===== config.mk =====
export PLATFORM = sky130hd
export DESIGN_NAME = rsvs_top
export DESIGN_NICKNAME = d
export VERILOG_FILES = /design/src/rsvs_pkg.sv /design/src/rsvs_stretch_if.sv /design/src/rsvs_stretch.sv /design/src/rsvs_top.sv
export VERILOG_INCLUDE_DIRS = /design/src
export SDC_FILE = /design/constraint.sdc
export NUM_CORES = 1
export LEC_CHECK = 0
export BUFFER_PORTS_ARGS = -buffer_cell sky130_fd_sc_hd__buf_2
export CAP_MARGIN = 20
export CORE_MARGIN = 2
export CORE_UTILIZATION = 35
export CTS_BUF_LIST = sky130_fd_sc_hd__clkbuf_16
export DETAILED_ROUTE_END_ITERATION = 10
export PLACE_DENSITY = 0.64
export RECOVER_POWER = 50
export SLEW_MARGIN = 15
export SYNTH_ARGS = -nofsm -noshare
export SYNTH_HDL_FRONTEND = slang
export SYNTH_HIERARCHICAL = 1
export SYNTH_SLANG_ARGS = --single-unit

===== constraint.sdc =====
create_clock -name clk_in -period 6.1 [get_ports clk_in]
set_clock_uncertainty 0.05 [all_clocks]
set_input_delay 0.915 -clock clk_in [delete_from_list [all_inputs] [get_ports clk_in]]
set_output_delay 0.915 -clock clk_in [all_outputs]
set_load 0.03 [all_outputs]

===== src/rsvs_map.svh =====
// Register offsets, field positions, reset values and timing counts.
`ifndef RSVS_MAP_SVH
`define RSVS_MAP_SVH
`define RSVS_OFF_FLAGS 4'h0
`define RSVS_OFF_CTRL 4'h4
`define RSVS_OFF_IRQ_STAT 4'h8
`define RSVS_OFF_IRQ_MASK 4'hc
`define RSVS_BIT_WDOG_FLAG 3
`define RSVS_BIT_BROWN_FLAG 2
`define RSVS_BIT_EXT_FLAG 1
`define RSVS_BIT_POWER_FLAG 0
`define RSVS_BIT_VSEL 1
`define RSVS_BIT_VCE 0
`define RSVS_BIT_PULLUP_OFF 4
`define RSVS_FLAGS_MASK 8'h0f
`define RSVS_CTRL_MASK 8'h13
`define RSVS_CTRL_RESET 8'h00
`define RSVS_VCE_WINDOW 3'h4
`define RSVS_RESP_OKAY 2'h0
`define RSVS_RESP_SLVERR 2'h2
`endif


===== src/rsvs_pkg.sv =====
// Types shared by the reset and vector select block.
package rsvs_pkg;
  typedef enum logic [1:0] {
    RSVS_ST_RESET = 2'b00,
    RSVS_ST_STRETCH = 2'b01,
    RSVS_ST_RUN = 2'b11
  } rsvs_state_type;
endpackage


===== src/rsvs_stretch_if.sv =====
// Signals between the top and its reset stretch counter.
`timescale 1ns/1ps
interface rsvs_stretch_if;
  logic start;
  logic [15:0] length;
  logic done;
  modport ctl (output start, output length, input done);
  modport cnt (input start, input length, output done);
endinterface


===== src/rsvs_stretch.sv =====
// Delay counter that stretches internal reset after the last source clears.
`timescale 1ns/1ps
module rsvs_stretch (
  // Clock and reset.
  input wire logic clk_in,
  input wire logic sys_rst_in,
  // Control from the top.
  rsvs_stretch_if.cnt ctl_in
);
  logic [15:0] count_ff;
  logic busy_ff;
  logic [15:0] nxt_count;
  logic nxt_busy;
  wire cnt_zero = (count_ff == 16'h0000);
  assign ctl_in.done = busy_ff && cnt_zero;
  always_comb begin
    nxt_count = count_ff;
    nxt_busy = busy_ff;
    if (ctl_in.start) begin
      nxt_count = ctl_in.length;
      nxt_busy = 1'b1;
    end else if (busy_ff && !cnt_zero) begin
      nxt_count = count_ff - 16'h0001;
    end else if (busy_ff) begin
      nxt_busy = 1'b0;
    end
  end
  always_ff @(posedge clk_in) begin
    if (sys_rst_in) begin
      count_ff <= 16'h0000;
      busy_ff <= 1'b0;
    end else begin
      count_ff <= nxt_count;
      busy_ff <= nxt_busy;
    end
  end
endmodule


===== src/rsvs_top.sv =====
// Reset sequencing, reset cause flags, bandgap enable and vector placement.
//
// Local design decisions: the AXI4-Lite slave port and the placing of the registers.
`timescale 1ns/1ps
`include "rsvs_map.svh"
module rsvs_top #(
  parameter int ADDR_W = 16,
  parameter logic [15:0] STRETCH_DEFAULT = 16'h0fff
) (
  // Clock and synchronous reset.
  input wire logic clk_in,
  input wire logic sys_rst_in,
  // Reset sources, raw levels from outside the clock domain.
  input wire logic por_src_in,
  input wire logic ext_src_in,
  input wire logic bod_src_in,
  input wire logic wdt_src_in,
  // Configuration fuses and peripheral enables.
  input wire logic [1:0] startup_time_fuses_in,
  input wire logic [3:0] clock_select_fuses_in,
  input wire logic [2:0] brownout_level_fuses_in,
  input wire logic [ADDR_W-1:0] boot_start_addr_in,
  input wire logic app_side_boot_lock_in,
  input wire logic boot_side_boot_lock_in,
  input wire logic comparator_bandgap_select_in,
  input wire logic converter_enable_in,
  // Core status.
  input wire logic exec_in_boot_in,
  input wire logic instr_done_in,
  // Reset and control outputs.
  output logic port_reset_out,
  output logic io_reset_out,
  output logic [ADDR_W-1:0] reset_vector_out,
  output logic [ADDR_W-1:0] vector_base_out,
  output logic irq_block_out,
  output logic bandgap_enable_out,
  output logic pullup_disable_out,
  output logic irq_out,
  // AXI4-Lite slave.
  input wire logic [3:0] s_axi_awaddr,
  input wire logic s_axi_awvalid,
  output logic s_axi_awready,
  input wire logic [31:0] s_axi_wdata,
  input wire logic [3:0] s_axi_wstrb,
  input wire logic s_axi_wvalid,
  output logic s_axi_wready,
  output logic [1:0] s_axi_bresp,
  output logic s_axi_bvalid,
  input wire logic s_axi_bready,
  input wire logic [3:0] s_axi_araddr,
  input wire logic s_axi_arvalid,
  output logic s_axi_arready,
  output logic [31:0] s_axi_rdata,
  output logic [1:0] s_axi_rresp,
  output logic s_axi_rvalid,
  input wire logic s_axi_rready
);
  ////////////////////////////////////////////////////////////////////////
  // Source synchronisers and the internal reset state machine.
  logic [3:0] src_meta_ff;
  logic [3:0] src_sync_ff;
  rsvs_pkg::rsvs_state_type state_ff;
  rsvs_pkg::rsvs_state_type nxt_state;
  rsvs_stretch_if stretch_bus ();
  wire any_src = |src_sync_ff;
  wire por_s = src_sync_ff[0];
  wire ext_s = src_sync_ff[1];
  wire bod_s = src_sync_ff[2];
  wire wdt_s = src_sync_ff[3];
  // Pins go to reset straight from the raw sources, with no clock needed.
  assign port_reset_out = por_src_in | ext_src_in | bod_src_in | wdt_src_in | sys_rst_in;
  assign io_reset_out = (state_ff != rsvs_pkg::RSVS_ST_RUN);
  assign reset_vector_out = {ADDR_W{1'b0}};
  assign stretch_bus.length = STRETCH_DEFAULT ^
    {10'h000, startup_time_fuses_in, clock_select_fuses_in};
  assign stretch_bus.start = (state_ff == rsvs_pkg::RSVS_ST_RESET) && !any_src;
  always_comb begin
    nxt_state = state_ff;
    unique case (state_ff)
      rsvs_pkg::RSVS_ST_RESET: begin
        if (!any_src) nxt_state = rsvs_pkg::RSVS_ST_STRETCH;
      end
      rsvs_pkg::RSVS_ST_STRETCH: begin
        if (any_src) nxt_state = rsvs_pkg::RSVS_ST_RESET;
        else if (stretch_bus.done) nxt_state = rsvs_pkg::RSVS_ST_RUN;
      end
      rsvs_pkg::RSVS_ST_RUN: begin
        if (any_src) nxt_state = rsvs_pkg::RSVS_ST_RESET;
      end
      default: nxt_state = rsvs_pkg::RSVS_ST_RESET;
    endcase
  end
  always_ff @(posedge clk_in) begin
    if (sys_rst_in) begin
      src_meta_ff <= 4'h0;
      src_sync_ff <= 4'h0;
      state_ff <= rsvs_pkg::RSVS_ST_RESET;
    end else begin
      src_meta_ff <= {wdt_src_in, bod_src_in, ext_src_in, por_src_in};
      src_sync_ff <= src_meta_ff;
      state_ff <= nxt_state;
    end
  end
  rsvs_stretch u_stretch (
    .clk_in(clk_in),
    .sys_rst_in(sys_rst_in),
    .ctl_in(stretch_bus.cnt)
  );
  ////////////////////////////////////////////////////////////////////////
  // AXI4-Lite write and read decode.
  logic aw_got_ff;
  logic w_got_ff;
  logic [3:0] aw_addr_ff;
  logic [31:0] w_data_ff;
  logic [3:0] w_strb_ff;
  logic bvalid_ff;
  logic [1:0] bresp_ff;
  logic rvalid_ff;
  logic [31:0] rdata_ff;
  logic [1:0] rresp_ff;
  assign s_axi_awready = !aw_got_ff && !bvalid_ff;
  assign s_axi_wready = !w_got_ff && !bvalid_ff;
  assign s_axi_arready = !rvalid_ff;
  assign s_axi_bvalid = bvalid_ff;
  assign s_axi_bresp = bresp_ff;
  assign s_axi_rvalid = rvalid_ff;
  assign s_axi_rdata = rdata_ff;
  assign s_axi_rresp = rresp_ff;
  wire wr_fire = aw_got_ff && w_got_ff && !bvalid_ff;
  wire wr_lane0 = wr_fire && w_strb_ff[0];
  wire wr_flags = wr_lane0 && (aw_addr_ff == `RSVS_OFF_FLAGS);
  wire wr_ctrl = wr_lane0 && (aw_addr_ff == `RSVS_OFF_CTRL);
  wire wr_stat = wr_lane0 && (aw_addr_ff == `RSVS_OFF_IRQ_STAT);
  wire wr_mask = wr_lane0 && (aw_addr_ff == `RSVS_OFF_IRQ_MASK);
  wire wr_hit = (aw_addr_ff == `RSVS_OFF_FLAGS) || (aw_addr_ff == `RSVS_OFF_CTRL) ||
    (aw_addr_ff == `RSVS_OFF_IRQ_STAT) || (aw_addr_ff == `RSVS_OFF_IRQ_MASK);
  wire [7:0] wbyte = w_data_ff[7:0];
  wire rd_fire = s_axi_arvalid && !rvalid_ff;
  always_ff @(posedge clk_in) begin
    if (sys_rst_in) begin
      aw_got_ff <= 1'b0;
      w_got_ff <= 1'b0;
      aw_addr_ff <= 4'h0;
      w_data_ff <= 32'h00000000;
      w_strb_ff <= 4'h0;
      bvalid_ff <= 1'b0;
      bresp_ff <= `RSVS_RESP_OKAY;
    end else begin
      if (s_axi_awvalid && s_axi_awready) begin
        aw_got_ff <= 1'b1;
        aw_addr_ff <= {s_axi_awaddr[3:2], 2'b00};
      end
      if (s_axi_wvalid && s_axi_wready) begin
        w_got_ff <= 1'b1;
        w_data_ff <= s_axi_wdata;
        w_strb_ff <= s_axi_wstrb;
      end
      if (wr_fire) begin
        aw_got_ff <= 1'b0;
        w_got_ff <= 1'b0;
        bvalid_ff <= 1'b1;
        bresp_ff <= wr_hit ? `RSVS_RESP_OKAY : `RSVS_RESP_SLVERR;
      end else if (bvalid_ff && s_axi_bready) begin
        bvalid_ff <= 1'b0;
      end
    end
  end
  ////////////////////////////////////////////////////////////////////////
  // Reset cause flags.
  logic [3:0] flags_ff;
  logic [3:0] nxt_flags;
  logic [3:0] src_prev_ff;
  wire [3:0] src_rise = src_sync_ff & ~src_prev_ff;
  always_comb begin
    nxt_flags = flags_ff;
    if (wr_flags) nxt_flags = flags_ff & wbyte[3:0];
    if (por_s) begin
      nxt_flags[`RSVS_BIT_WDOG_FLAG] = 1'b0;
      nxt_flags[`RSVS_BIT_BROWN_FLAG] = 1'b0;
      nxt_flags[`RSVS_BIT_EXT_FLAG] = 1'b0;
    end
    // A new reset event beats a simultaneous software clear.
    if (wdt_s && !por_s) nxt_flags[`RSVS_BIT_WDOG_FLAG] = 1'b1;
    if (bod_s && !por_s) nxt_flags[`RSVS_BIT_BROWN_FLAG] = 1'b1;
    if (ext_s && !por_s) nxt_flags[`RSVS_BIT_EXT_FLAG] = 1'b1;
    if (por_s) nxt_flags[`RSVS_BIT_POWER_FLAG] = 1'b1;
  end
  ////////////////////////////////////////////////////////////////////////
  // Vector placement control and the timed change window.
  logic vsel_ff;
  logic vce_ff;
  logic pud_ff;
  logic [2:0] vce_cnt_ff;
  logic [2:0] nxt_vce_cnt;
  logic nxt_vce;
  logic nxt_vsel;
  logic post_write_ff;
  logic nxt_post_write;
  wire vce_open = vce_ff && (vce_cnt_ff != 3'h0);
  wire vsel_write = wr_ctrl && !wbyte[`RSVS_BIT_VCE] && vce_open;
  always_comb begin
    nxt_vce = vce_ff;
    nxt_vce_cnt = vce_cnt_ff;
    nxt_vsel = vsel_ff;
    nxt_post_write = post_write_ff;
    if (vce_ff) nxt_vce_cnt = vce_cnt_ff - 3'h1;
    if (vce_ff && vce_cnt_ff == 3'h1) nxt_vce = 1'b0;
    if (post_write_ff && instr_done_in) nxt_post_write = 1'b0;
    if (wr_ctrl && wbyte[`RSVS_BIT_VCE]) begin
      nxt_vce = 1'b1;
      nxt_vce_cnt = `RSVS_VCE_WINDOW;
    end else if (vsel_write) begin
      nxt_vsel = wbyte[`RSVS_BIT_VSEL];
      nxt_vce = 1'b0;
      nxt_vce_cnt = 3'h0;
      nxt_post_write = 1'b1;
    end
  end
  // Blocking is a separate gate; the core's global enable is never written.
  wire lock_block = (vsel_ff && app_side_boot_lock_in && !exec_in_boot_in) ||
    (!vsel_ff && boot_side_boot_lock_in && exec_in_boot_in);
  assign irq_block_out = vce_ff || post_write_ff || lock_block;
  assign vector_base_out = vsel_ff ? boot_start_addr_in : {ADDR_W{1'b0}};
  assign pullup_disable_out = pud_ff;
  assign bandgap_enable_out = (brownout_level_fuses_in != 3'b111) ||
    comparator_bandgap_select_in || converter_enable_in;
  ////////////////////////////////////////////////////////////////////////
  // Interrupt status: reset-cause events, write one to clear.
  logic [3:0] irq_stat_ff;
  logic [3:0] irq_mask_ff;
  logic [3:0] nxt_stat;
  always_comb begin
    nxt_stat = irq_stat_ff;
    if (wr_stat) nxt_stat = irq_stat_ff & ~wbyte[3:0];
    nxt_stat = nxt_stat | src_rise;
  end
  assign irq_out = |(irq_stat_ff & irq_mask_ff);
  wire [7:0] ctrl_view = {3'b000, pud_ff, 2'b00, vsel_ff, vce_ff} & `RSVS_CTRL_MASK;
  wire [7:0] flags_view = {4'h0, flags_ff} & `RSVS_FLAGS_MASK;
  wire [3:0] rd_addr = {s_axi_araddr[3:2], 2'b00};
  wire rd_hit = (rd_addr == `RSVS_OFF_FLAGS) || (rd_addr == `RSVS_OFF_CTRL) ||
    (rd_addr == `RSVS_OFF_IRQ_STAT) || (rd_addr == `RSVS_OFF_IRQ_MASK);
  wire [7:0] rd_byte = (rd_addr == `RSVS_OFF_FLAGS) ? flags_view :
    (rd_addr == `RSVS_OFF_CTRL) ? ctrl_view :
    (rd_addr == `RSVS_OFF_IRQ_STAT) ? {4'h0, irq_stat_ff} :
    (rd_addr == `RSVS_OFF_IRQ_MASK) ? {4'h0, irq_mask_ff} : 8'h00;
  // Flags live through sys_rst_in so the cause survives; only power-on or a software write to the flags clears.
  always_ff @(posedge clk_in) begin
    flags_ff <= nxt_flags;
    src_prev_ff <= src_sync_ff;
  end
  always_ff @(posedge clk_in) begin
    if (sys_rst_in || io_reset_out) begin
      vsel_ff <= 1'b0;
      vce_ff <= 1'b0;
      pud_ff <= 1'b0;
      vce_cnt_ff <= 3'h0;
      post_write_ff <= 1'b0;
      irq_mask_ff <= 4'h0;
    end else begin
      vsel_ff <= nxt_vsel;
      vce_ff <= nxt_vce;
      vce_cnt_ff <= nxt_vce_cnt;
      post_write_ff <= nxt_post_write;
      if (wr_ctrl) pud_ff <= wbyte[`RSVS_BIT_PULLUP_OFF];
      if (wr_mask) irq_mask_ff <= wbyte[3:0];
    end
  end
  always_ff @(posedge clk_in) begin
    if (sys_rst_in) begin
      irq_stat_ff <= 4'h0;
      rvalid_ff <= 1'b0;
      rdata_ff <= 32'h00000000;
      rresp_ff <= `RSVS_RESP_OKAY;
    end else begin
      irq_stat_ff <= nxt_stat;
      if (rd_fire) begin
        rvalid_ff <= 1'b1;
        rdata_ff <= {24'h000000, rd_byte};
        rresp_ff <= rd_hit ? `RSVS_RESP_OKAY : `RSVS_RESP_SLVERR;
      end else if (rvalid_ff && s_axi_rready) begin
        rvalid_ff <= 1'b0;
      end
    end
  end
endmodule


==> results <==
- The run finished with clean final reports.
- Subtracting the final worst setup slack from the clock period gives 2.845 ns.
- Once the clock tree was built, the resizer swapped 0 gates to a different size.
- For this run, the leading register cell type out of synthesis is dfxtp_1.
- Across the VDD grid, the largest voltage drop is 0.1296 mV.
- The DRC violation count after routing is 0.
- The count of port buffers added during placement is 85.
- The floorplan has 37 rows.
- The share of final-layout standard cells stronger than drive strength 1 is 21.28%.
- In this run the remaining antenna-violating nets after routing total 0.
- The number of flops mapped to enable cells by yosys is 0.
- Registers are responsible for 41.4% of the overall power.
- The die area is 11,370 um^2.
- The effective utilization at floorplan is 35.87%.
- Summed over all instances, the cell type with the most area after synthesis is dfxtp_1.
- For this block, the initial DRC count from the detailed router was 117.
- In this run the worst path has a maximum fanout of 55.
- The total routing usage reported by global routing is 13.58%.
- The H-tree depth is 3.
- The total count of max-transition violations in the final report was 0.
- The setup total negative slack is 0 ns.
- Per report_power, the clock group accounts for 41.6% of the total.
- After clock tree synthesis, the clock-pin slew on the worst setup and hold paths is 0.06 ns.
- Counting both buffers and inverters, the worst setup path holds a total of 3.
- The maximum number of pins on one net before global-route repair is 56.
- The number of storage elements in the synthesis netlist is 69.
- In the synthesized netlist the async set-or-reset flop fraction comes to 0%.
- The die is 106.6 um tall.
- The average footprint of a synthesized cell is 8.454 um^2.
- The hold buffer count at cts is 0.
- Setup repair after global routing left no endpoint under its margin.
- The register area share after synthesis is 37.47%.
- The post-synthesis cell area is 3686 um^2.
- The final critical-path share of the clock period is 46.64%.
- The worst setup path is captured at an output port.
- In this run the tightest slew margin relative to its limit is 48.84%.
- The largest single stage delay on the critical path is 0.46 ns.
- Sorting the synthesized cells by area gives the leading types as dfxtp_1 (37%), buf_4 (9.4%), nor2_1 (4.5%), a21oi_1 (3.3%), inv_1 (3.1%).
- The number of antenna violations at the first check in global routing is 0.
- In this design, the largest share of critical-path delay is due to buffers and inverters.
- The number of antenna repair diodes is 0.
- The count of different cell masters after synthesis is 65.
- The combinational group share of total power is 17.0%.
- At the worst endpoint, the arrival time is 1.88 ns.
- The root buffer cell chosen for the clock tree is clkbuf_16.
- The first-pass GRT wire length is 12,480 um.
- After detailed routing, the average wire length per cell comes to 11.68 um.
- The areal power density over the cells is 287.3 nW/um^2.
- The kind of path behind the tightest hold check is flop to flop.
- The synthesized netlist cell count is 436.
- The worst-case setup margin in the final layout is 3.255 ns.
- For this run the aggregate overflow at the end of global routing stands at 0.
- The count of endpoints failing hold in the final timing report is 0.
- Net switching is 29.80% of the power.
- The number of buffers created by CTS is 9.
- The final weighted congestion in routability-driven placement is 0.8371.
- The net load switching power is 371.2 uW.
- The share of the synthesized area in the top cell type is 37.47%.
- The slowest stage of the critical path is the buf_4 cell.
- The internal power contribution is 874.3 uW.
- Detailed placement ended at an HPWL of 5675 um.
- Walking the worst path, the cells encountered are buf_2, buf_4, nor3_1, nand2_1, buf_2.
- The worst-skew pair later-pin latency is 0.33 ns.
- The number of setup violations in the final report is 0.
- Prior to clock tree synthesis, the placed netlist has a worst setup slack of 3.244 ns.
- Among the stages of the critical path, the cell type that occurs most often is buf_2.
- The leakage power is 0.001869 uW.
- After detailed routing, the number of vias per cell comes to 4.681.
- The setup path with the least slack is of type input port to output port.
- The actual slew at the worst max-slew pin is 0.7646 ns.
- The number of global-route vias before repair is 2,787.
- The die span in x is 106.6 um.
- The longest clock path from root to sink contains 2 buffers.
- Static timing analysis puts the maximum clock frequency at 351.5 MHz.
- The total area inside the core boundary comes to 10,280 um^2.
- The final layout contains 616 nets.
- After detailed routing, the total wire length is 7789 um.
- STA puts the critical path data required time at 5.13 ns.
- The max-cap violation count is 0.
- Summing over every cut layer, the via total after detailed routing is 3,122.
- In this run the count of I/O pins placed on the die edge is 165.
- The area growth from synthesis to layout is 17.62%.
- The pre-antenna-repair detailed-routing pass consisted of 4 iterations.
- TritonCTS built the clock tree.
- During synthesis, Yosys emitted a total of 6 warnings.
- The number of clock sinks is 69.
- STA classifies the critical path startpoint as an input port.
- The post-CTS setup repair buffer count is 0.
## sequential cells by signal (all words and copies together), names as in the netlist, 2 cells and up
register / count
aw_addr_ff: 2
flags_ff: 4
src_prev_ff: 4
irq_mask_ff: 4
u_stretch/count_ff: 16
vce_cnt_ff: 3
state_ff: 2
s_axi_rdata: 5
src_meta_ff: 4
irq_stat_ff: 4
src_sync_ff: 4
w_data_ff: 5
## cells by family after synthesis
logic type      count (synthesis)  synth area share, %
flops                          69                37.47
simple gates                  176                26.48
xor+xnor                        1               0.2377
fa+ha+maj                       4                1.358
mux                             9                3.191
compound gates                 82                15.85
other cells                     2               0.2037
buf+inv                        93                15.21
## per-layer routing
layer | vias to the layer above | GRT usage, % | part of all wire, %
met3 | 2 | 4.134 | 7.2
met2 | 112 | 22.79 | 49
met5 | - | 0 | 0
met4 | 0 | 4.174 | 0.31
li1 | 1604 | - | -
met1 | 1404 | 16.69 | 43
## cells in the final DEF (no fill, tap or decap), drive strengths merged, types with 16 or more instances in the layout
cell,instances
o21ai,16
a21oi,24
conb,55
nor3,17
dfxtp,69
nor2,44
inv,31
clkbuf,21
buf,76
nand2,29
and2,17
## power groups by stage
stage               Combinational [uW]  Sequential (uW)  Clock (uW)
CTS                                213              515         534
global placement                   209              523           0
finish                             212              515         518
detailed placement                 212              525           0
floorplan                          189              519           0
global route                       236              520         553
## through the flow
stage / std cells / area [um^2] / hold slack [ns] / util (%) / total power [uW]
2_1_floorplan: 489 / 3885 / 0.3087 / - / 708.1
4_1_cts: 667 / 4359 / 0.3292 / 42.42 / 1262
5_1_grt: 667 / 4335 / 0.3433 / 42.18 / 1310
6_report: 667 / 4335 / 0.3266 / 42.18 / 1246
3_3_place_gp: 651 / 4059 / 0.3288 / 39.49 / 732.5
3_5_place_dp: 651 / 4059 / 0.3263 / 39.49 / 736.8
## final timing paths
| path | startpoint | cells past startpoint | slack, ns | endpoint |
|---|---|---|---|---|
| min | src_sync_ff[2] | 0 | 0.33 | src_prev_ff[2] |
| max | sys_rst_in | 5 | 3.26 | port_reset_out |
| min reg2reg | src_sync_ff[2] | 0 | 0.33 | src_prev_ff[2] |
| max reg2reg | src_sync_ff[0] | 6 | 3.43 | u_stretch/count_ff[3] |
## cell type report
type	instances	area, um^2
Sequential cell	69	1381
Clock inverter	7	75.07
Tap cell	136	170.2
Multi-Input combinational cell	327	1937
Clock buffer	9	225.2
Inverter	31	116.4
Timing Repair Buffer	88	430.4
Fill cell	1040	5942
## synthesized netlist by cell type, drive strengths merged, types with 7 or more instances
master  instances
dfxtp          69
buf            51
nor2           44
inv            30
nand2          29
a21oi          24
and2           17
nor3           17
o21ai          16
nor2b          12
clkbuf         11
nand3          10
nand2b          8
a311oi          7
or3             7
(Power assumes the default switching activity.)
